--- src/nvc_map.svh ---
// Purpose: offsets, field positions and timing counts of the nv memory controller
// Assumes: clk_sys at 100 MHz
// Notes: included by its bare name
`ifndef NVC_MAP_SVH
`define NVC_MAP_SVH

// software register offsets, byte addresses
`define NVC_OFF_CTRL 8'h00
`define NVC_OFF_ADDR 8'h04
`define NVC_OFF_DATA 8'h08
`define NVC_OFF_STAT 8'h0c
`define NVC_OFF_TSET_LO 8'h10
`define NVC_OFF_TSET_HI 8'h14
`define NVC_OFF_TSNP_LO 8'h18
`define NVC_OFF_TSNP_HI 8'h1c

// status bits
`define NVC_ST_BUSY 0
`define NVC_ST_REFUSED 1
`define NVC_ST_DONE 2

// device side map
`define NVC_DEV_FLAGS 17'h1fff0
`define NVC_DEV_CLK_BASE 17'h1fff8
`define NVC_FLAG_RHOLD 8'h01
`define NVC_FLAG_WHOLD 8'h02
`define NVC_FLAG_NONE 8'h00

// special function address sequence, low 16 address bits
`define NVC_SEQ_0 16'h4e38
`define NVC_SEQ_1 16'hb1c7
`define NVC_SEQ_2 16'h83e0
`define NVC_SEQ_3 16'h7c1f
`define NVC_SEQ_4 16'h703f
`define NVC_SEQ_SAVE 16'h8fc0
`define NVC_SEQ_RESTORE 16'h4c63
`define NVC_SEQ_AS_DIS 16'h8b45
`define NVC_SEQ_AS_EN 16'h4b46

// timing
`define NVC_CLK_NS 10
`define NVC_T_ACC_NS 50
`define NVC_ACC_CYC ((`NVC_T_ACC_NS + `NVC_CLK_NS - 1) / `NVC_CLK_NS)
`define NVC_T_SAVE_US 15
`define NVC_SAVE_CYC ((`NVC_T_SAVE_US * 1000 + `NVC_CLK_NS - 1) / `NVC_CLK_NS)
`define NVC_T_RESTORE_US 20
`define NVC_RESTORE_CYC ((`NVC_T_RESTORE_US * 1000 + `NVC_CLK_NS - 1) / `NVC_CLK_NS)

`endif

--- src/nvc_pkg.sv ---
// Purpose: types of the nv memory controller
// Assumes: nothing
// Notes: constants live in nvc_map.svh
package nvc_pkg;

   typedef enum logic [5:0] {
      ST_IDLE  = 6'b000001,
      ST_SETUP = 6'b000010,
      ST_ACT   = 6'b000100,
      ST_STRB  = 6'b001000,
      ST_HOLD  = 6'b010000,
      ST_WAIT  = 6'b100000
   } nvc_state_t;

   typedef enum logic [3:0] {
      OP_NONE    = 4'h0,
      OP_READ    = 4'h1,
      OP_WRITE   = 4'h2,
      OP_SAVE    = 4'h3,
      OP_RESTORE = 4'h4,
      OP_AS_DIS  = 4'h5,
      OP_AS_EN   = 4'h6,
      OP_TRD     = 4'h7,
      OP_TWR     = 4'h8
   } nvc_op_t;

   typedef struct packed {
      logic [16:0] addr;
      logic ce_n;
      logic we_n;
      logic oe_n;
      logic [7:0] dq_out;
      logic dq_oe;
   } nvc_pins_t;

endpackage

--- src/nvc_ctrl.sv ---
// Purpose: host side controller driving a byte-wide nv memory with calendar clock
// Assumes: AHB-Lite slave for software, one clock, synchronous pin inputs
// Notes: one operation at a time; every pin cycle starts and ends with strobes high
//
// Design decision made here: register access over AHB-Lite.
`timescale 1ns/1ns
`include "nvc_map.svh"

module nvc_ctrl (
   input wire logic clk_sys, // system clock
   input wire logic reset_n, // synchronous reset
   input wire logic hsel, // slave select
   input wire logic [31:0] haddr, // bus address
   input wire logic [1:0] htrans, // transfer type
   input wire logic hwrite, // write transfer
   input wire logic [2:0] hsize, // transfer size
   input wire logic [31:0] hwdata, // write data
   input wire logic hready, // bus ready
   output logic [31:0] hrdata, // read data
   output logic hreadyout, // slave ready
   output logic hresp, // response, always okay
   output nvc_pkg::nvc_pins_t mem_pins, // device address, strobes, data out
   input wire logic [7:0] mem_dq_in, // device data in
   input wire logic pwr_low // supply below switch threshold
);

   nvc_pkg::nvc_state_t state_ff;
   nvc_pkg::nvc_op_t op_ff;
   nvc_pkg::nvc_pins_t pins_ff;
   logic [3:0] idx_ff;
   logic [11:0] cnt_ff;
   logic [16:0] addr_ff;
   logic [7:0] wdata_ff, rdata_ff, a_off_ff;
   logic refused_ff, done_ff, hold_set_ff, a_act_ff, a_wr_ff, hreadyout_ff;
   logic [63:0] tset_ff, tsnap_ff;
   logic [31:0] hrdata_ff;

   logic [16:0] st_addr;
   logic [7:0] st_dat;
   logic [2:0] bidx;
   logic [31:0] rd_mux;
   logic st_wr, wr_ctrl, start, refuse, last_step;
   nvc_pkg::nvc_op_t req_op;

   function automatic logic is_seq(input nvc_pkg::nvc_op_t op);
      is_seq = (op == nvc_pkg::OP_SAVE) || (op == nvc_pkg::OP_RESTORE) ||
               (op == nvc_pkg::OP_AS_DIS) || (op == nvc_pkg::OP_AS_EN);
   endfunction
   function automatic logic is_clk(input nvc_pkg::nvc_op_t op);
      is_clk = (op == nvc_pkg::OP_TRD) || (op == nvc_pkg::OP_TWR);
   endfunction
   function automatic logic [3:0] op_len(input nvc_pkg::nvc_op_t op);
      if (is_seq(op)) begin
         op_len = 4'd6;
      end else if (is_clk(op)) begin
         op_len = 4'd10;
      end else begin
         op_len = 4'd1;
      end
   endfunction
   function automatic logic [15:0] seq_addr(input nvc_pkg::nvc_op_t op, input logic [3:0] i);
      case (i)
         4'd0: seq_addr = `NVC_SEQ_0;
         4'd1: seq_addr = `NVC_SEQ_1;
         4'd2: seq_addr = `NVC_SEQ_2;
         4'd3: seq_addr = `NVC_SEQ_3;
         4'd4: seq_addr = `NVC_SEQ_4;
         default: begin
            case (op)
               nvc_pkg::OP_SAVE: seq_addr = `NVC_SEQ_SAVE;
               nvc_pkg::OP_RESTORE: seq_addr = `NVC_SEQ_RESTORE;
               nvc_pkg::OP_AS_DIS: seq_addr = `NVC_SEQ_AS_DIS;
               default: seq_addr = `NVC_SEQ_AS_EN;
            endcase
         end
      endcase
   endfunction

   // bus slave, zero wait states
   assign req_op = nvc_pkg::nvc_op_t'(hwdata[3:0]);
   assign wr_ctrl = a_act_ff && a_wr_ff && (a_off_ff == `NVC_OFF_CTRL);
   assign refuse = wr_ctrl && (state_ff == nvc_pkg::ST_IDLE) && pwr_low &&
                   ((req_op == nvc_pkg::OP_WRITE) || (req_op == nvc_pkg::OP_SAVE) ||
                    (req_op == nvc_pkg::OP_TWR));
   assign start = wr_ctrl && (state_ff == nvc_pkg::ST_IDLE) && !refuse &&
                  (req_op != nvc_pkg::OP_NONE) && (hwdata[3:0] <= 4'h8);

   always_comb begin
      case (haddr[7:0])
         `NVC_OFF_CTRL: rd_mux = {28'h0000000, op_ff};
         `NVC_OFF_ADDR: rd_mux = {15'h0000, addr_ff};
         `NVC_OFF_DATA: rd_mux = {24'h000000, rdata_ff};
         `NVC_OFF_STAT: rd_mux = {29'h00000000, done_ff, refused_ff,
                                  state_ff != nvc_pkg::ST_IDLE};
         `NVC_OFF_TSET_LO: rd_mux = tset_ff[31:0];
         `NVC_OFF_TSET_HI: rd_mux = tset_ff[63:32];
         `NVC_OFF_TSNP_LO: rd_mux = tsnap_ff[31:0];
         `NVC_OFF_TSNP_HI: rd_mux = tsnap_ff[63:32];
         default: rd_mux = 32'h00000000;
      endcase
   end

   always_ff @(posedge clk_sys) begin
      if (!reset_n) begin
         a_act_ff <= 1'b0;
         a_wr_ff <= 1'b0;
         a_off_ff <= 8'h00;
         hrdata_ff <= 32'h00000000;
         hreadyout_ff <= 1'b0;
      end else begin
         hreadyout_ff <= 1'b1;
         a_act_ff <= hready && hsel && htrans[1];
         a_wr_ff <= hwrite;
         a_off_ff <= haddr[7:0];
         if (hready && hsel && htrans[1] && !hwrite) begin
            hrdata_ff <= rd_mux;
         end
      end
   end

   always_ff @(posedge clk_sys) begin
      if (!reset_n) begin
         addr_ff <= 17'h00000;
         wdata_ff <= 8'h00;
         tset_ff <= 64'h0000000000000000;
      end else if (a_act_ff && a_wr_ff) begin
         case (a_off_ff)
            `NVC_OFF_ADDR: addr_ff <= hwdata[16:0];
            `NVC_OFF_DATA: wdata_ff <= hwdata[7:0];
            `NVC_OFF_TSET_LO: tset_ff[31:0] <= hwdata;
            `NVC_OFF_TSET_HI: tset_ff[63:32] <= hwdata;
            default: ;
         endcase
      end
   end

   // sticky status; hardware set wins over software clear
   always_ff @(posedge clk_sys) begin
      if (!reset_n) begin
         refused_ff <= 1'b0;
         done_ff <= 1'b0;
      end else begin
         if (refuse) begin
            refused_ff <= 1'b1;
         end else if (a_act_ff && a_wr_ff && (a_off_ff == `NVC_OFF_STAT) &&
                      hwdata[`NVC_ST_REFUSED]) begin
            refused_ff <= 1'b0;
         end
         if (((state_ff == nvc_pkg::ST_HOLD) && last_step && (op_ff != nvc_pkg::OP_SAVE) &&
              (op_ff != nvc_pkg::OP_RESTORE)) ||
             ((state_ff == nvc_pkg::ST_WAIT) && (cnt_ff == 12'h000))) begin
            done_ff <= 1'b1;
         end else if (a_act_ff && a_wr_ff && (a_off_ff == `NVC_OFF_STAT) &&
                      hwdata[`NVC_ST_DONE]) begin
            done_ff <= 1'b0;
         end
      end
   end

   // current step of the running operation
   assign bidx = 3'(idx_ff - 4'h1);
   assign last_step = (idx_ff == 4'(op_len(op_ff) - 4'h1));

   always_comb begin
      st_addr = addr_ff;
      st_wr = 1'b0;
      st_dat = wdata_ff;
      case (op_ff)
         nvc_pkg::OP_WRITE: st_wr = 1'b1;
         nvc_pkg::OP_SAVE, nvc_pkg::OP_RESTORE, nvc_pkg::OP_AS_DIS, nvc_pkg::OP_AS_EN: begin
            st_addr = {1'b0, seq_addr(op_ff, idx_ff)};
         end
         nvc_pkg::OP_TRD, nvc_pkg::OP_TWR: begin
            if (idx_ff == 4'd0) begin
               st_addr = `NVC_DEV_FLAGS;
               st_wr = 1'b1;
               st_dat = (op_ff == nvc_pkg::OP_TRD) ? `NVC_FLAG_RHOLD : `NVC_FLAG_WHOLD;
            end else if (idx_ff == 4'd9) begin
               st_addr = `NVC_DEV_FLAGS;
               st_wr = 1'b1;
               st_dat = `NVC_FLAG_NONE;
            end else begin
               st_addr = 17'(`NVC_DEV_CLK_BASE + {14'h0000, bidx});
               st_wr = (op_ff == nvc_pkg::OP_TWR);
               st_dat = tset_ff[8 * bidx +: 8];
            end
         end
         default: ;
      endcase
   end

   // pin cycle sequencer
   always_ff @(posedge clk_sys) begin
      if (!reset_n) begin
         state_ff <= nvc_pkg::ST_IDLE;
         op_ff <= nvc_pkg::OP_NONE;
         idx_ff <= 4'h0;
         cnt_ff <= 12'h000;
         pins_ff <= '{addr: 17'h00000, ce_n: 1'b1, we_n: 1'b1, oe_n: 1'b1,
                      dq_out: 8'h00, dq_oe: 1'b0};
      end else begin
         case (state_ff)
            nvc_pkg::ST_IDLE: begin
               if (start) begin
                  op_ff <= req_op;
                  idx_ff <= 4'h0;
                  state_ff <= nvc_pkg::ST_SETUP;
               end
            end
            nvc_pkg::ST_SETUP: begin
               pins_ff.addr <= st_addr;
               pins_ff.dq_out <= st_dat;
               pins_ff.dq_oe <= st_wr;
               state_ff <= nvc_pkg::ST_ACT;
            end
            nvc_pkg::ST_ACT: begin
               pins_ff.ce_n <= 1'b0;
               pins_ff.we_n <= !st_wr;
               pins_ff.oe_n <= st_wr;
               cnt_ff <= 12'(`NVC_ACC_CYC - 1);
               state_ff <= nvc_pkg::ST_STRB;
            end
            nvc_pkg::ST_STRB: begin
               if (cnt_ff == 12'h000) begin
                  pins_ff.ce_n <= 1'b1;
                  pins_ff.we_n <= 1'b1;
                  pins_ff.oe_n <= 1'b1;
                  state_ff <= nvc_pkg::ST_HOLD;
               end else begin
                  cnt_ff <= cnt_ff - 12'h001;
               end
            end
            nvc_pkg::ST_HOLD: begin
               pins_ff.dq_oe <= 1'b0;
               if (!last_step) begin
                  idx_ff <= idx_ff + 4'h1;
                  state_ff <= nvc_pkg::ST_SETUP;
               end else if (op_ff == nvc_pkg::OP_SAVE) begin
                  cnt_ff <= 12'(`NVC_SAVE_CYC - 1);
                  state_ff <= nvc_pkg::ST_WAIT;
               end else if (op_ff == nvc_pkg::OP_RESTORE) begin
                  cnt_ff <= 12'(`NVC_RESTORE_CYC - 1);
                  state_ff <= nvc_pkg::ST_WAIT;
               end else begin
                  state_ff <= nvc_pkg::ST_IDLE;
               end
            end
            nvc_pkg::ST_WAIT: begin
               if (cnt_ff == 12'h000) begin
                  state_ff <= nvc_pkg::ST_IDLE;
               end else begin
                  cnt_ff <= cnt_ff - 12'h001;
               end
            end
            default: state_ff <= nvc_pkg::ST_IDLE;
         endcase
      end
   end

   // read capture while strobes are still low
   always_ff @(posedge clk_sys) begin
      if (!reset_n) begin
         rdata_ff <= 8'h00;
         tsnap_ff <= 64'h0000000000000000;
      end else if ((state_ff == nvc_pkg::ST_STRB) && (cnt_ff == 12'h000) && !st_wr) begin
         if (op_ff == nvc_pkg::OP_TRD) begin
            tsnap_ff[8 * bidx +: 8] <= mem_dq_in;
         end else begin
            rdata_ff <= mem_dq_in;
         end
      end
   end

   // hold bit written in this clock operation
   always_ff @(posedge clk_sys) begin
      if (!reset_n) begin
         hold_set_ff <= 1'b0;
      end else if (state_ff == nvc_pkg::ST_IDLE) begin
         hold_set_ff <= 1'b0;
      end else if ((state_ff == nvc_pkg::ST_HOLD) && is_clk(op_ff) && (idx_ff == 4'd0)) begin
         hold_set_ff <= 1'b1;
      end
   end

   assign hrdata = hrdata_ff;
   assign hreadyout = hreadyout_ff;
   assign hresp = 1'b0;
   assign mem_pins = pins_ff;

   seq_we_high_a: assert property (@(posedge clk_sys) disable iff (!reset_n)
      (is_seq(op_ff) && !pins_ff.ce_n) |-> pins_ff.we_n && !pins_ff.dq_oe)
      else $error("write strobe low during special sequence");
   seq_prefix_a: assert property (@(posedge clk_sys) disable iff (!reset_n)
      ($fell(pins_ff.ce_n) && is_seq(op_ff) && (idx_ff == 4'd0)) |->
         (pins_ff.addr[15:0] == `NVC_SEQ_0) ##1 !pins_ff.ce_n[*4])
      else $error("sequence does not open with prefix address");
   seq_top_bit_a: assert property (@(posedge clk_sys) disable iff (!reset_n)
      ($fell(pins_ff.ce_n) && (op_ff == nvc_pkg::OP_SAVE) && (idx_ff == 4'd5)) |->
         (pins_ff.addr == {1'b0, `NVC_SEQ_SAVE}))
      else $error("save address wrong");
   read_hold_a: assert property (@(posedge clk_sys) disable iff (!reset_n)
      ($fell(pins_ff.ce_n) && (op_ff == nvc_pkg::OP_TRD) && (idx_ff != 4'd0) &&
       (idx_ff != 4'd9)) |-> hold_set_ff && pins_ff.we_n)
      else $error("clock read without read hold");
   write_hold_a: assert property (@(posedge clk_sys) disable iff (!reset_n)
      ($fell(pins_ff.ce_n) && (op_ff == nvc_pkg::OP_TWR) && (idx_ff != 4'd0)) |->
         hold_set_ff && !pins_ff.we_n)
      else $error("clock write without write hold");
   low_supply_a: assert property (@(posedge clk_sys) disable iff (!reset_n)
      refuse |=> (state_ff == nvc_pkg::ST_IDLE) && refused_ff)
      else $error("write or save started under low supply");
   strobe_fall_a: assert property (@(posedge clk_sys) disable iff (!reset_n)
      $fell(pins_ff.we_n) |-> $past(pins_ff.ce_n) && $past(pins_ff.dq_oe))
      else $error("write strobe fell without idle lead-in");
   save_wait_a: assert property (@(posedge clk_sys) disable iff (!reset_n)
      ($rose(pins_ff.ce_n) && (op_ff == nvc_pkg::OP_SAVE) && last_step) |->
         ##2 (state_ff == nvc_pkg::ST_WAIT) && pins_ff.ce_n)
      else $error("save wait not entered");

endmodule

--- config.mk ---
export PLATFORM = sky130hd
export DESIGN_NAME = nvc_ctrl
export DESIGN_NICKNAME = d
export VERILOG_FILES = /design/src/nvc_pkg.sv /design/src/nvc_ctrl.sv
export VERILOG_INCLUDE_DIRS = /design/src /design/src/src
export SDC_FILE = /design/constraint.sdc
export NUM_CORES = 1
export LEC_CHECK = 0
export ABC_AREA = 0
export BUFFER_PORTS_ARGS = -buffer_cell sky130_fd_sc_hd__buf_2
export CAP_MARGIN = 10
export CORE_MARGIN = 1
export CORE_UTILIZATION = 30
export CTS_BUF_LIST = sky130_fd_sc_hd__clkbuf_4 sky130_fd_sc_hd__clkbuf_8 sky130_fd_sc_hd__clkbuf_16
export CTS_CLUSTER_SIZE = 30
export DETAILED_ROUTE_END_ITERATION = 10
export PLACE_DENSITY = 0.47
export SLEW_MARGIN = 40
export SYNTH_ARGS = -nofsm -noshare
export SYNTH_HDL_FRONTEND = slang
export SYNTH_SLANG_ARGS = --single-unit
export TNS_END_PERCENT = 50
--- constraint.sdc ---
create_clock -name clk_sys -period 3.66 [get_ports clk_sys]
set_input_delay 0.183 -clock clk_sys [delete_from_list [all_inputs] [get_ports clk_sys]]
set_output_delay 0.183 -clock clk_sys [all_outputs]
set_load 0.01 [all_outputs]
Word-level counts from Yosys, hierarchy flattened
Index checks and enable logic that the tools add are counted.
Widths: inputs -> output; s select.
{ "classes": {"eq_ne": 44, "addsub": 6, "n_div": 0, "shifts": 3, "multipliers": 0, "magnitude_cmp": 1, "reduce_logical": 55, "n_mux": 39, "bitwise": 1} }
{ "op_table": {"columns": ["operator", "count"], "rows": [
  ["$pmux 32 s8", 1],
  ["$pmux 16 s5", 1],
  ["$bwmux 64", 1],
  ["$shift 8x34->64 const A", 1],
  ["$shiftx 64x7->8", 1],
  ["$shiftx 8x34->64", 1],
  ["$eq 8x5->1 const B", 6],
  ["$mux 12", 4],
  ["$pmux 16 s3", 1],
  ["$mux 6", 6],
  ["$pmux 12 s3", 1],
  ["$pmux 6 s6", 1],
  ["$mux 17", 2],
  ["$neg 6->34", 1],
  ["$pmux 17 s2", 1],
  ["$eq 8x4->1 const B", 4],
  ["$eq 4x2->1 const B", 6],
  ["$mux 8", 3],
  ["$eq 4x3->1 const B", 5],
  ["$logic_and 1x1->1", 20],
  ["$eq 8x3->1 const B", 2],
  ["$logic_not 8->1", 2],
  ["$mux 4", 4],
  ["$reduce_and 2->1", 8],
  ["other kinds (39)", 66]
]} }
{ "totals": {"elab_cells": 172, "latchBits": 0, "mem_count": 0, "output_inout_bits": 63, "inputBits": 83, "register_bits": 261, "romBits": 0, "ram_bits": 0} }

Logic depth before layout (Yosys ltp)
Gate-level depths: netlist (run 1).
{ "logic_depth": {"word_depth": 12, "mapped_depth": 14, "mapped_depth_nobuf": 10} }

Worst setup path before layout (run 1)
Ideal clock, no wire load.
{ "synth_path": {"kind": "register to register", "start": "reg idx_ff[0]", "end": "reg tsnap_ff[0]", "n_path_buf": 4, "arrival_ns": 3.137, "setup_slack_ns": 0.395, "setup_time_ns": 0.128, "period_less_slack_ns": 3.265, "stages_incl_launch_ff": 13, "required_time_ns": 3.532, "cell_sequence": "dfxtp_1 clkbuf_1 inv_1 ha_1 clkbuf_1 xor2_1 inv_1 clkbuf_1 ha_1 or4_1 buf_6 mux2i_1 nor2_1"} }
{ "synth_via": {"elab_chain_len": 7, "elab_cells_between_ends": 13, "cone_classes": "add/sub: 2; eq/ne: 1; shift: 2; mux: 4; reduce/logical: 4"} }
{ "synth_rtl": {"columns": ["element", "line_no", "text"], "rows": [
  ["start, declared", "nvc_ctrl.sv:30", "logic [3:0] idx_ff;"],
  ["start signal, assigned", "nvc_ctrl.sv:236", "idx_ff <= idx_ff + 4'h1;"],
  ["parallel branches: the longest is 7 deep, another holds $neg 6->34", null, null],
  ["end signal, assigned by index", "nvc_ctrl.sv:267", "tsnap_ff[8 * bidx +: 8] <= mem_dq_in;"],
  ["end, declared", "nvc_ctrl.sv:35", "logic [63:0] tset_ff, tsnap_ff;"]
]} }
Parallel ways; which one is timed is not known.
A chain may end at the register's enable or synchronous reset.

Worst setup path after layout (run 1)
{ "layout_path": {"start": "reg op_ff[0]", "end": "reg cnt_ff[2]"} }
{ "layout_via": {"elab_chain_len": 9, "elab_cells_between_ends": 20, "cone_classes": "add/sub: 1; eq/ne: 9; mux: 5; reduce/logical: 5"} }
{ "layout_rtl": {"columns": ["element", "line_no", "text"], "rows": [
  ["start, declared", "nvc_ctrl.sv:28", "nvc_pkg::nvc_op_t op_ff;"],
  ["start signal, assigned", "nvc_ctrl.sv:196", "op_ff <= nvc_pkg::OP_NONE;"],
  ["start signal, assigned", "nvc_ctrl.sv:205", "op_ff <= req_op;"],
  ["$eq 4x2->1 or $eq 4x3->1 (tied branches)", "nvc_ctrl.sv:46, nvc_ctrl.sv:238, nvc_ctrl.sv:241", null],
  ["$logic_or 1x1->1 (2 in a row)", "nvc_ctrl.sv:46", "is_seq = (op == nvc_pkg::OP_SAVE) || (op == nvc_pkg::OP_RESTORE) ||"],
  ["$logic_or 1x1->1", "nvc_ctrl.sv:47", "(op == nvc_pkg::OP_AS_DIS) || (op == nvc_pkg::OP_AS_EN);"],
  ["$mux 4", "nvc_ctrl.sv:53", "if (is_seq(op)) begin"],
  ["$sub 4x1->4", "nvc_ctrl.sv:162", "assign last_step = (idx_ff == 4'(op_len(op_ff) - 4'h1));"],
  ["$eq 4x4->1", "nvc_ctrl.sv:162", null],
  ["$ne 2x2->1 (no source line)", null, null],
  ["$reduce_and 4->1 (no source line)", null, null],
  ["end signal, assigned", "nvc_ctrl.sv:220", "cnt_ff <= 12'(`NVC_ACC_CYC - 1);"],
  ["end signal, assigned", "nvc_ctrl.sv:230", "cnt_ff <= cnt_ff - 12'h001;"],
  ["end signal, assigned", "nvc_ctrl.sv:239", "cnt_ff <= 12'(`NVC_SAVE_CYC - 1);"],
  ["end, declared", "nvc_ctrl.sv:31", "logic [11:0] cnt_ff;"]
]} }
Several ways; a longest one is shown, not always the timed one. The select of a mux whose other input is x is not followed.

==> flow_metrics.env, run 1 <==
export IMPL_status="finished clean"
export IMPL_finalSetupViolations=0
export IMPL_synth_edf_count=0
export IMPL_path_class="reg -> reg"
export IMPL_reg2reg_to="cnt_ff[2]"
export IMPL_dieArea_um2=40700
export IMPL_cp_end_kind="flip-flop"
export IMPL_critical_path_startpoint="op_ff[0]"
export IMPL_swShare_pct=22.5
export IMPL_fin_util_pct=37.6
export IMPL_power_density_nw_per_um2=422
export IMPL_htreeDepth=1
export IMPL_drcViolationCount=0
export IMPL_fmax_mhz=327
export IMPL_cp_required_ns=4.13
export IMPL_final_seq_area_um2=5230
export IMPL_vias=10800
export IMPL_pwr_share_seq_pct=46.1
export IMPL_synth_seq_area_share_pct=43.6
export IMPL_final_common_cell="dfxtp_1"
export IMPL_tightest_slew_ns=0.823
export IMPL_grt_usage_pct=21.0
export IMPL_place_congestion=0.849
export IMPL_initial_core_util_pct=30.7
export IMPL_drt_wl_total_um=43400
export IMPL_overflow=0
export IMPL_cts_resized=0
export IMPL_crit_family="compound AO/OA/AOI/OAI gates"
export IMPL_die_w_um=202
export IMPL_crit_arrival_ns=3.54
export IMPL_critPathSlowestCell="or4b_2"
export IMPL_comb_power_share_pct=3.5
export IMPL_power_internal_uw=4800
export IMPL_crit_path_max_incr_delay_ns=0.75
export IMPL_rsz0062_at_grt="false"
export IMPL_cap_viol_max_count=0
export IMPL_synthTopCellsByArea="dfxtp_1 44%, mux2i_1 9.9%, nand2_1 7.2%"
export IMPL_synth_top_cell_area_share_pct=43.6
export IMPL_first_pass_iters=7
export IMPL_area_growth_pct=22.6
export IMPL_ys_ff_latch=261
export IMPL_placed_area_um2=13100
export IMPL_p_clk_share_pct=50.4
export IMPL_ir_drop_mv=0.344
export IMPL_n_fill_cell=4045
export IMPL_reg2regPathDepth=10
export IMPL_diodes=0
export IMPL_first_global_vias=10300
export IMPL_dpl_hpwl_um=30900
export IMPL_clk_latency_ns=0.58
export IMPL_cp_max_fo=15
export IMPL_fin_nets=1610
export IMPL_synth_area_um2=12000
export IMPL_ys_flop_type="dfxtp_1"
export IMPL_layout_common_cells="261 x dfxtp_1, 229 x nand2_1, 141 x nor2_1"
export IMPL_antenna_found_initial=0
export IMPL_cts_buffer_depth=3
export IMPL_synth_cells=1379
export IMPL_hold_violations=0
export IMPL_grt_pass1_wl_um=65100
export IMPL_async_reset_ff_share_pct=0
export IMPL_viasPerCell=5.24
export IMPL_cts_setup_buffers=0
export IMPL_numCtsBuffers=31
export IMPL_cp_depth=10
export IMPL_finClkSkew_ns=0.0178
export IMPL_grt_max_degree=78
export IMPL_post_drt_wl_per_cell_um=21.1
export IMPL_fin_crit_ns=3.06
export IMPL_fin_area_um2=14700
export IMPL_core_area_um2=39000
export IMPL_syn_nets=1471
export IMPL_p_leak_uw=0.00611
export IMPL_cts_tree="built"
export IMPL_dr_first_iter_drc_count=826
export IMPL_cts_sinks=261
export IMPL_crit_path_end="cnt_ff[2]"
export IMPL_multi_input_area_um2=6340
export IMPL_drive_above_1_share_pct=17.3
export IMPL_die_h_um=202
export IMPL_synth_largest_area_cell="dfxtp_1"
export IMPL_final_period_utilization_pct=83.6
export IMPL_clk_pin_slew_ns=0.06
export IMPL_yosysUniqueCellTypes=78
export IMPL_switching_power_uw=1390
export IMPL_slew_headroom_pct=45.1
export IMPL_synth_avg_cell_area_um2=8.68
export IMPL_tns_ns=0
export IMPL_num_io_pins=146
export IMPL_root_buffer="clkbuf_16"
export IMPL_hold_buffers=51
export IMPL_finalMaxSlewViolations=0
export IMPL_rrSetupSlack_ns=0.60
export IMPL_crit_path_cell_trace="or4b_2, o21ai_2, clkinv_1, ha_1, xor2_1, nand2_1, o21ai_0, a31o_2, o211ai_1, a221oi_1"
export IMPL_min_path_type="in -> reg"
export IMPL_timing_rr_start="op_ff[0]"
export IMPL_ant_nets=0
export IMPL_crit_path_start_kind="flip-flop"
export IMPL_synth_yosys_warnings=0
export IMPL_crit_buf_inv=1
export IMPL_port_buffers=116
export IMPL_rows=72
## worst min-delay path by stage
stage	slack (ns)	depth (start not counted)	start	end
finish	0.07	3	reset_n	tsnap_ff[34]
global route	0.09	3	reset_n	tsnap_ff[32]
CTS	0.05	3	reset_n	tsnap_ff[36]
detailed placement	0.41	2	hwrite	a_wr_ff
global placement	0.41	2	hwrite	a_wr_ff
floorplan	0.21	0	reset_n	hreadyout
## per-layer routing
layer / vias to the layer above / share of wire (%) / global-route usage, % / wire (µm)
li1: 5203 / - / - / -
met3: 66 / 5.0 / 2.64 / 2180
met2: 303 / 46 / 33.5 / 20000
met5: - / 0 / 0 / 0
met4: 0 / 2.9 / 7.22 / 1280
met1: 5224 / 46 / 29.0 / 20000
## per-stage QoR
stage,std cells,hold WS (ns),setup slack [ns],total power [µW]
floorplan,1379,0.211,0.395,2990
global placement,1952,0.406,0.596,3090
detailed placement,1952,0.412,0.603,3090
CTS,2060,0.0508,0.605,6260
global route,2060,0.0893,0.364,6380
finish,2060,0.0656,0.599,6190
## cells in the mapped netlist (7+ instances only)
cell type	instances
nand2_1	229
ha_1	9
buf_1	7
nor2_1	141
and2_1	16
nand3_1	29
a22oi_1	35
o21ai_0	84
or3_1	9
nor2b_1	7
a222oi_1	8
mux4_2	16
inv_1	15
dfxtp_1	261
a21oi_1	108
a31oi_1	9
mux2i_1	118
o22ai_1	7
a22o_1	40
nor3_1	12
nor4_1	7
clkbuf_1	82
## power by group through the flow
stage	sequential [µW]	clock (µW)	combinational, µW
final	2850	3120	218
after global routing	2850	3300	235
after CTS	2850	3190	220
after detailed placement	2910	0	177
after global placement	2910	0	176
after floorplan	2910	0	79.2
## flip-flops by register name, indices dropped and copies added, names as in the netlist
name	flops
tset_ff	64
tsnap_ff	64
hrdata	32
mem_pins	29
addr_ff	17
cnt_ff	12
a_off_ff	8
rdata_ff	8
wdata_ff	8
state_ff	6
idx_ff	4
op_ff	4
a_act_ff	1
a_wr_ff	1
done_ff	1
hreadyout	1
refused_ff	1
## cell families (layout without fill, tap and decap cells)
family          Yosys count  count (layout)  share of synthesized area (%)
mux                     134             134                           12.9
fa+ha+maj                 9               9                          0.940
simple gates            507             507                           19.6
xor+xnor                 10              10                          0.731
buf+inv                 114             277                           3.73
flops                   261             261                           43.6
other cells               1               1                         0.0313
compound gates          343             343                           18.5
## cell type report
type	instances	area share (%)
Clock buffer	49	6.59
Clock inverter	8	0.469
Inverter	17	0.452
Multi-Input combinational cell	1004	43.2
Sequential cell	261	35.6
Tap cell	518	4.41
Timing Repair Buffer	203	9.30
## worst reg2reg max path, cell delays in order (launching register included)
cell,delay [ns]
dfxtp_1,0.30
or4b_2,0.75
o21ai_2,0.13
clkinv_1,0.11
ha_1,0.29
xor2_1,0.18
nand2_1,0.07
o21ai_0,0.30
a31o_2,0.42
o211ai_1,0.15
a221oi_1,0.27
Power figures use the tool's default switching activity.
==> run 2, diff against run 1 <==
==> constraint.sdc (replaced) <==
create_clock -name clk_sys -period 2.9 [get_ports clk_sys]
set_input_delay 0.145 -clock clk_sys [delete_from_list [all_inputs] [get_ports clk_sys]]
set_output_delay 0.145 -clock clk_sys [all_outputs]
set_load 0.01 [all_outputs]
==> run 2 against run 1 <==
- flip-flop and latch count stayed put
- global-route usage is 0.19 points higher
- critical endpoint is now tsnap_ff[52]
- clock power is 30% higher
- first-iteration DRC count is 11% higher
==> flow_metrics.env, run 2 (synthesized netlist as in run 1, its figures left out) <==
export IMPL_rsz0062_at_grt="false"
export IMPL_cp_required_ns=3.34
export IMPL_viasPerCell=5.25
export IMPL_cp_end_kind="flip-flop"
export IMPL_met2_usage_pct=34.0
export IMPL_port_buffers=116
export IMPL_area_growth_pct=25.3
export IMPL_vias=10900
export IMPL_hold_violations=0
export IMPL_finalMaxSlewViolations=0
export IMPL_root_buffer="clkbuf_16"
export IMPL_status="finished clean"
export IMPL_drcViolationCount=0
export IMPL_htreeDepth=1
export IMPL_dr_first_iter_drc_count=917
export IMPL_cap_viol_max_count=0
export IMPL_placed_area_um2=13300
export IMPL_fin_crit_ns=2.72
export IMPL_diodes=0
export IMPL_ir_drop_mv=0.494
export IMPL_initial_core_util_pct=30.7
export IMPL_die_h_um=202
export IMPL_grt_use_met3_pct=2.39
export IMPL_power_density_nw_per_um2=530
export IMPL_grt_max_degree=158
export IMPL_slew_headroom_pct=50.1
export IMPL_die_w_um=202
export IMPL_core_area_um2=39000
export IMPL_drive_above_1_share_pct=18.6
export IMPL_fmax_mhz=367
export IMPL_tightest_slew_ns=0.749
export IMPL_clk_latency_ns=0.57
export IMPL_post_drt_wl_per_cell_um=21.0
export IMPL_ant_nets=0
export IMPL_dieArea_um2=40700
export IMPL_grt_pass1_wl_um=66100
export IMPL_n_fill_cell=3993
export IMPL_grt_usage_pct=21.1
export IMPL_layout_common_cells="261 x dfxtp_1, 229 x nand2_1, 141 x nor2_1"
export IMPL_first_pass_iters=6
export IMPL_cts_tree="built"
export IMPL_drt_wl_total_um=43800
export IMPL_numCtsBuffers=31
export IMPL_path_class="reg -> reg"
export IMPL_cts_buffer_depth=3
export IMPL_finClkSkew_ns=0.0176
export IMPL_met1_usage_pct=28.5
export IMPL_min_path_type="in -> reg"
export IMPL_crit_arrival_ns=3.16
export IMPL_clk_pin_slew_ns=0.06
export IMPL_overflow=0
export IMPL_final_period_utilization_pct=93.8
export IMPL_cp_max_fo=8
export IMPL_dpl_hpwl_um=31100
export IMPL_place_congestion=0.850
export IMPL_antenna_found_initial=2
export IMPL_fin_nets=1635
export IMPL_final_common_cell="dfxtp_1"
export IMPL_p_leak_uw=0.00625
export IMPL_num_io_pins=146
export IMPL_rows=72
export IMPL_fin_area_um2=15000
export IMPL_tns_ns=0
export IMPL_cts_sinks=261
export IMPL_grt_busiest_layer="met2"
export IMPL_crit_path_start_kind="flip-flop"
export IMPL_finalSetupViolations=0
export IMPL_whs_ns=0.0791
export IMPL_first_global_vias=10800
## run 2: cell count changes in the layout (fill, tap and decap cells not counted), sizes merged
cell,before,now
clkinv,7,2
dlygate4sd3,51,52
clkbuf,49,47
a31o,2,3
bufinv,1,3
buf,152,175
clkinvlp,0,1
## run 2: worst paths after layout
check	from	to	slack, ns	cells after the start
min	pwr_low	refused_ff	0.08	5
max	cnt_ff[0]	tsnap_ff[52]	0.18	9
max reg2reg	cnt_ff[0]	tsnap_ff[52]	0.18	9
min reg2reg	mem_pins[11]	mem_pins[11]	0.45	1
## run 2: layout make-up
type / instances / area [µm²] / share of cell area (%)
multi-input cells: 1005 / 6400 / 42.7
flip-flops and latches: 261 / 5230 / 34.8
repair buffers: 227 / 1580 / 10.5
clock buffers: 47 / 965 / 6.43
well taps: 518 / 648 / 4.32
clock inverters: 6 / 111 / 0.742
inverters: 17 / 66.3 / 0.442
## run 2: power by group
group | switching [µW] | internal [µW] | leakage (µW)
Sequential | 5.15 | 3590 | 0.00210
Clock | 1540 | 2530 | 0.000535
Combinational | 177 | 105 | 0.00361
## run 2: worst max-delay path: stages (launching register included)
cell and delay, ns:
dfxtp_1 0.34, inv_1 0.07, ha_1 0.21, or4b_4 0.53, nor4b_4 0.33, buf_4 0.18
nand4_4 0.11, nor3_2 0.36, nand2_2 0.28, mux2i_1 0.18
## run 2: what timing repair did
| item | CTS | global route |
|---|---|---|
| setup buffers | 0 | 2 |
| setup endpoints to repair | 1 | 23 |
| gates cloned | 0 | 1 |
| hold buffers | 52 | 0 |
| resized for setup | 1 | 10 |
| endpoints found under the hold margin | 180 | 0 |
## run 2: per-stage QoR
| stage | total power, µW | setup WS (ns) | instances | utilization, % |
|---|---|---|---|---|
| after floorplan | 3780 | 0.00683 | 1379 | - |
| after global placement | 3910 | 0.00935 | 1973 | 34.2 |
| after detailed placement | 3910 | 0.00941 | 1973 | 34.2 |
| after CTS | 8040 | 0.0580 | 2078 | 38.3 |
| after global routing | 8220 | 0.0517 | 2081 | 38.5 |
| final | 7960 | 0.178 | 2081 | 38.5 |
## run 2: layer usage
metal,routed length (µm),vias up
met5,0,-
met3,2020,91
met2,20100,292
li1,-,5245
met1,19800,5294
met4,1870,0
==> run 3, diff against run 2 <==
==> constraint.sdc (replaced) <==
create_clock -name clk_sys -period 2.9 [get_ports clk_sys]
set_input_delay 0.58 -clock clk_sys [delete_from_list [all_inputs] [get_ports clk_sys]]
set_output_delay 0.58 -clock clk_sys [all_outputs]
set_load 0.01 [all_outputs]
==> run 3 against run 2 <==
- fmax up 0.85%
- critical path type unchanged
- clock skew shrank 0.0031 ns
- die area did not move
- critical path depth rose by 2
- largest power group unchanged
- sequential share of layout area up 1.1 points
==> flow_metrics.env, run 3 (synthesized netlist as in run 1, its figures left out) <==
export IMPL_path_class="reg -> reg"
export IMPL_slew_headroom_pct=52.5
export IMPL_finalSetupViolations=0
export IMPL_first_pass_iters=6
export IMPL_die_h_um=202
export IMPL_grt_pass1_wl_um=65600
export IMPL_rsz0062_at_grt="false"
export IMPL_crit_arrival_ns=3.14
export IMPL_grt_busiest_layer="met2"
export IMPL_tightest_slew_ns=0.706
export IMPL_cts_buffer_depth=3
export IMPL_rrSetupSlack_ns=0.20
export IMPL_hold_violations=0
export IMPL_p_leak_uw=0.00608
export IMPL_vias=10700
export IMPL_cap_viol_max_count=0
export IMPL_numCtsBuffers=31
export IMPL_grt_max_degree=91
export IMPL_setup_ws_ns=0.201
export IMPL_initial_core_util_pct=30.7
export IMPL_die_w_um=202
export IMPL_preCtsSetupSlack_ns=-0.00666
export IMPL_root_buffer="clkbuf_16"
export IMPL_dr_first_iter_drc_count=761
export IMPL_dpl_hpwl_um=31000
export IMPL_first_global_vias=10500
export IMPL_fin_area_um2=14600
export IMPL_timing_rr_start="op_ff[0]"
export IMPL_power_density_nw_per_um2=558
export IMPL_finalMaxSlewViolations=0
export IMPL_critical_path_startpoint="op_ff[0]"
export IMPL_cts_tree="built"
export IMPL_layout_common_cells="261 x dfxtp_1, 229 x nand2_1, 141 x nor2_1"
export IMPL_place_congestion=0.852
export IMPL_reg2reg_to="state_ff[0]"
export IMPL_ant_nets=0
export IMPL_crit_path_max_incr_delay_ns=0.55
export IMPL_crit_path_start_kind="flip-flop"
export IMPL_cp_end_kind="flip-flop"
export IMPL_grt_usage_pct=21.0
export IMPL_status="finished clean"
export IMPL_ir_drop_mv=0.420
export IMPL_met2_usage_pct=34.3
export IMPL_post_drt_wl_per_cell_um=21.2
export IMPL_cts_sinks=261
export IMPL_finClkSkew_ns=0.0145
export IMPL_cp_common_cell="o21ai_2"
export IMPL_rows=72
export IMPL_min_path_type="in -> reg"
export IMPL_drive_above_1_share_pct=19.6
export IMPL_grt_use_met3_pct=2.29
export IMPL_cp_required_ns=3.35
export IMPL_critPathSlowestCell="or4b_4"
export IMPL_htreeDepth=1
export IMPL_port_buffers=116
export IMPL_num_io_pins=146
export IMPL_final_common_cell="dfxtp_1"
export IMPL_antenna_found_initial=0
export IMPL_placed_area_um2=13400
export IMPL_cp_max_fo=4
export IMPL_dieArea_um2=40700
export IMPL_drt_wl_total_um=43200
export IMPL_crit_path_cell_trace="or4b_4, o21ai_2, clkinv_1, ha_1, xor2_1, nand4_1, o21ai_2, buf_4, and4b_2, a2111oi_2, o21ai_0"
export IMPL_core_area_um2=39000
export IMPL_clk_latency_ns=0.58
export IMPL_drcViolationCount=0
export IMPL_fmax_mhz=371
export IMPL_met1_usage_pct=28.5
export IMPL_fin_crit_ns=2.70
export IMPL_clk_pin_slew_ns=0.06
export IMPL_viasPerCell=5.27
export IMPL_reg2regPathDepth=11
export IMPL_fin_nets=1587
export IMPL_overflow=0
export IMPL_final_period_utilization_pct=93.1
export IMPL_area_growth_pct=21.6
export IMPL_crit_path_end="state_ff[0]"
## run 3: changes by cell type in the layout (fill, tap and decap cells not counted), sizes merged
cell         previous run  this run
bufinv                  3         6
dlygate4sd3            52         0
diode                   0         1
clkinvlp                1         3
a31o                    3         2
buf                   175       180
clkbuf                 47        42
clkinv                  2         7
## run 3: power by group
| part | leakage, µW | switching [µW] | internal, µW | total [µW] |
|---|---|---|---|---|
| Sequential | 0.00210 | 4.67 | 3590 | 3600 |
| Clock | 0.000564 | 1590 | 2700 | 4300 |
| Combinational | 0.00341 | 170 | 61.8 | 232 |
| Total | 0.00608 | 1770 | 6360 | 8130 |
## run 3: worst min-delay path by stage
stage,start,endpoint,slack [ns],cells after the start
floorplan,cnt_ff[10],cnt_ff[10],0.43,1
global placement,mem_pins[2],mem_pins[2],0.44,2
detailed placement,mem_pins[2],mem_pins[2],0.45,2
CTS,hwdata[21],tset_ff[21],0.22,3
global route,hwdata[21],tset_ff[21],0.25,3
finish,hwdata[21],tset_ff[21],0.24,3
## run 3: layout make-up
type | instances | area [µm²]
Antenna cell | 1 | 2.50
Clock buffer | 42 | 902
Clock inverter | 16 | 241
Fill cell | 3984 | 24400
Inverter | 17 | 66.3
Multi-Input combinational cell | 1004 | 6370
Sequential cell | 261 | 5230
Tap cell | 518 | 648
Timing Repair Buffer | 180 | 1100
## run 3: worst max-delay path: cells and delay by family, from the launching register on
family	cells	cell delay, ns
AO/OA/AOI/OAI	4	0.63
AND/OR/NAND/NOR	3	0.94
buffers and inverters	2	0.25
adder cells (fa/ha/maj)	1	0.29
XOR/XNOR	1	0.15
flip-flops	1	0.31
## run 3: stage by stage
| stage | TNS (ns) | cells | total power (µW) | hold slack [ns] | utilization (%) |
|---|---|---|---|---|---|
| 3_5_place_dp | -0.0151 | 1979 | 3910 | 0.445 | 34.3 |
| 5_1_grt | 0 | 2038 | 8380 | 0.248 | 37.3 |
| 3_3_place_gp | -0.0747 | 1979 | 3910 | 0.442 | 34.3 |
| 2_1_floorplan | 0 | 1379 | 3780 | 0.428 | - |
| 4_1_cts | 0 | 2037 | 8220 | 0.223 | 37.2 |
| 6_report | 0 | 2039 | 8130 | 0.241 | 37.3 |
## run 3: repair_timing
item                                    4_1_cts  5_1_grt
pin swaps                                     0        2
hold endpoints to repair                      0        0
endpoints found under the setup margin        6       39
hold buffers                                  0        0
buffers inserted                              0        1
resized for setup                             2        7
## run 3: layer usage
| layer | up-vias | wire, µm |
|---|---|---|
| li1 | 5160 | - |
| met1 | 5275 | 19900 |
| met2 | 245 | 20300 |
| met3 | 67 | 1590 |
| met4 | 0 | 1420 |
| met5 | - | 0 |
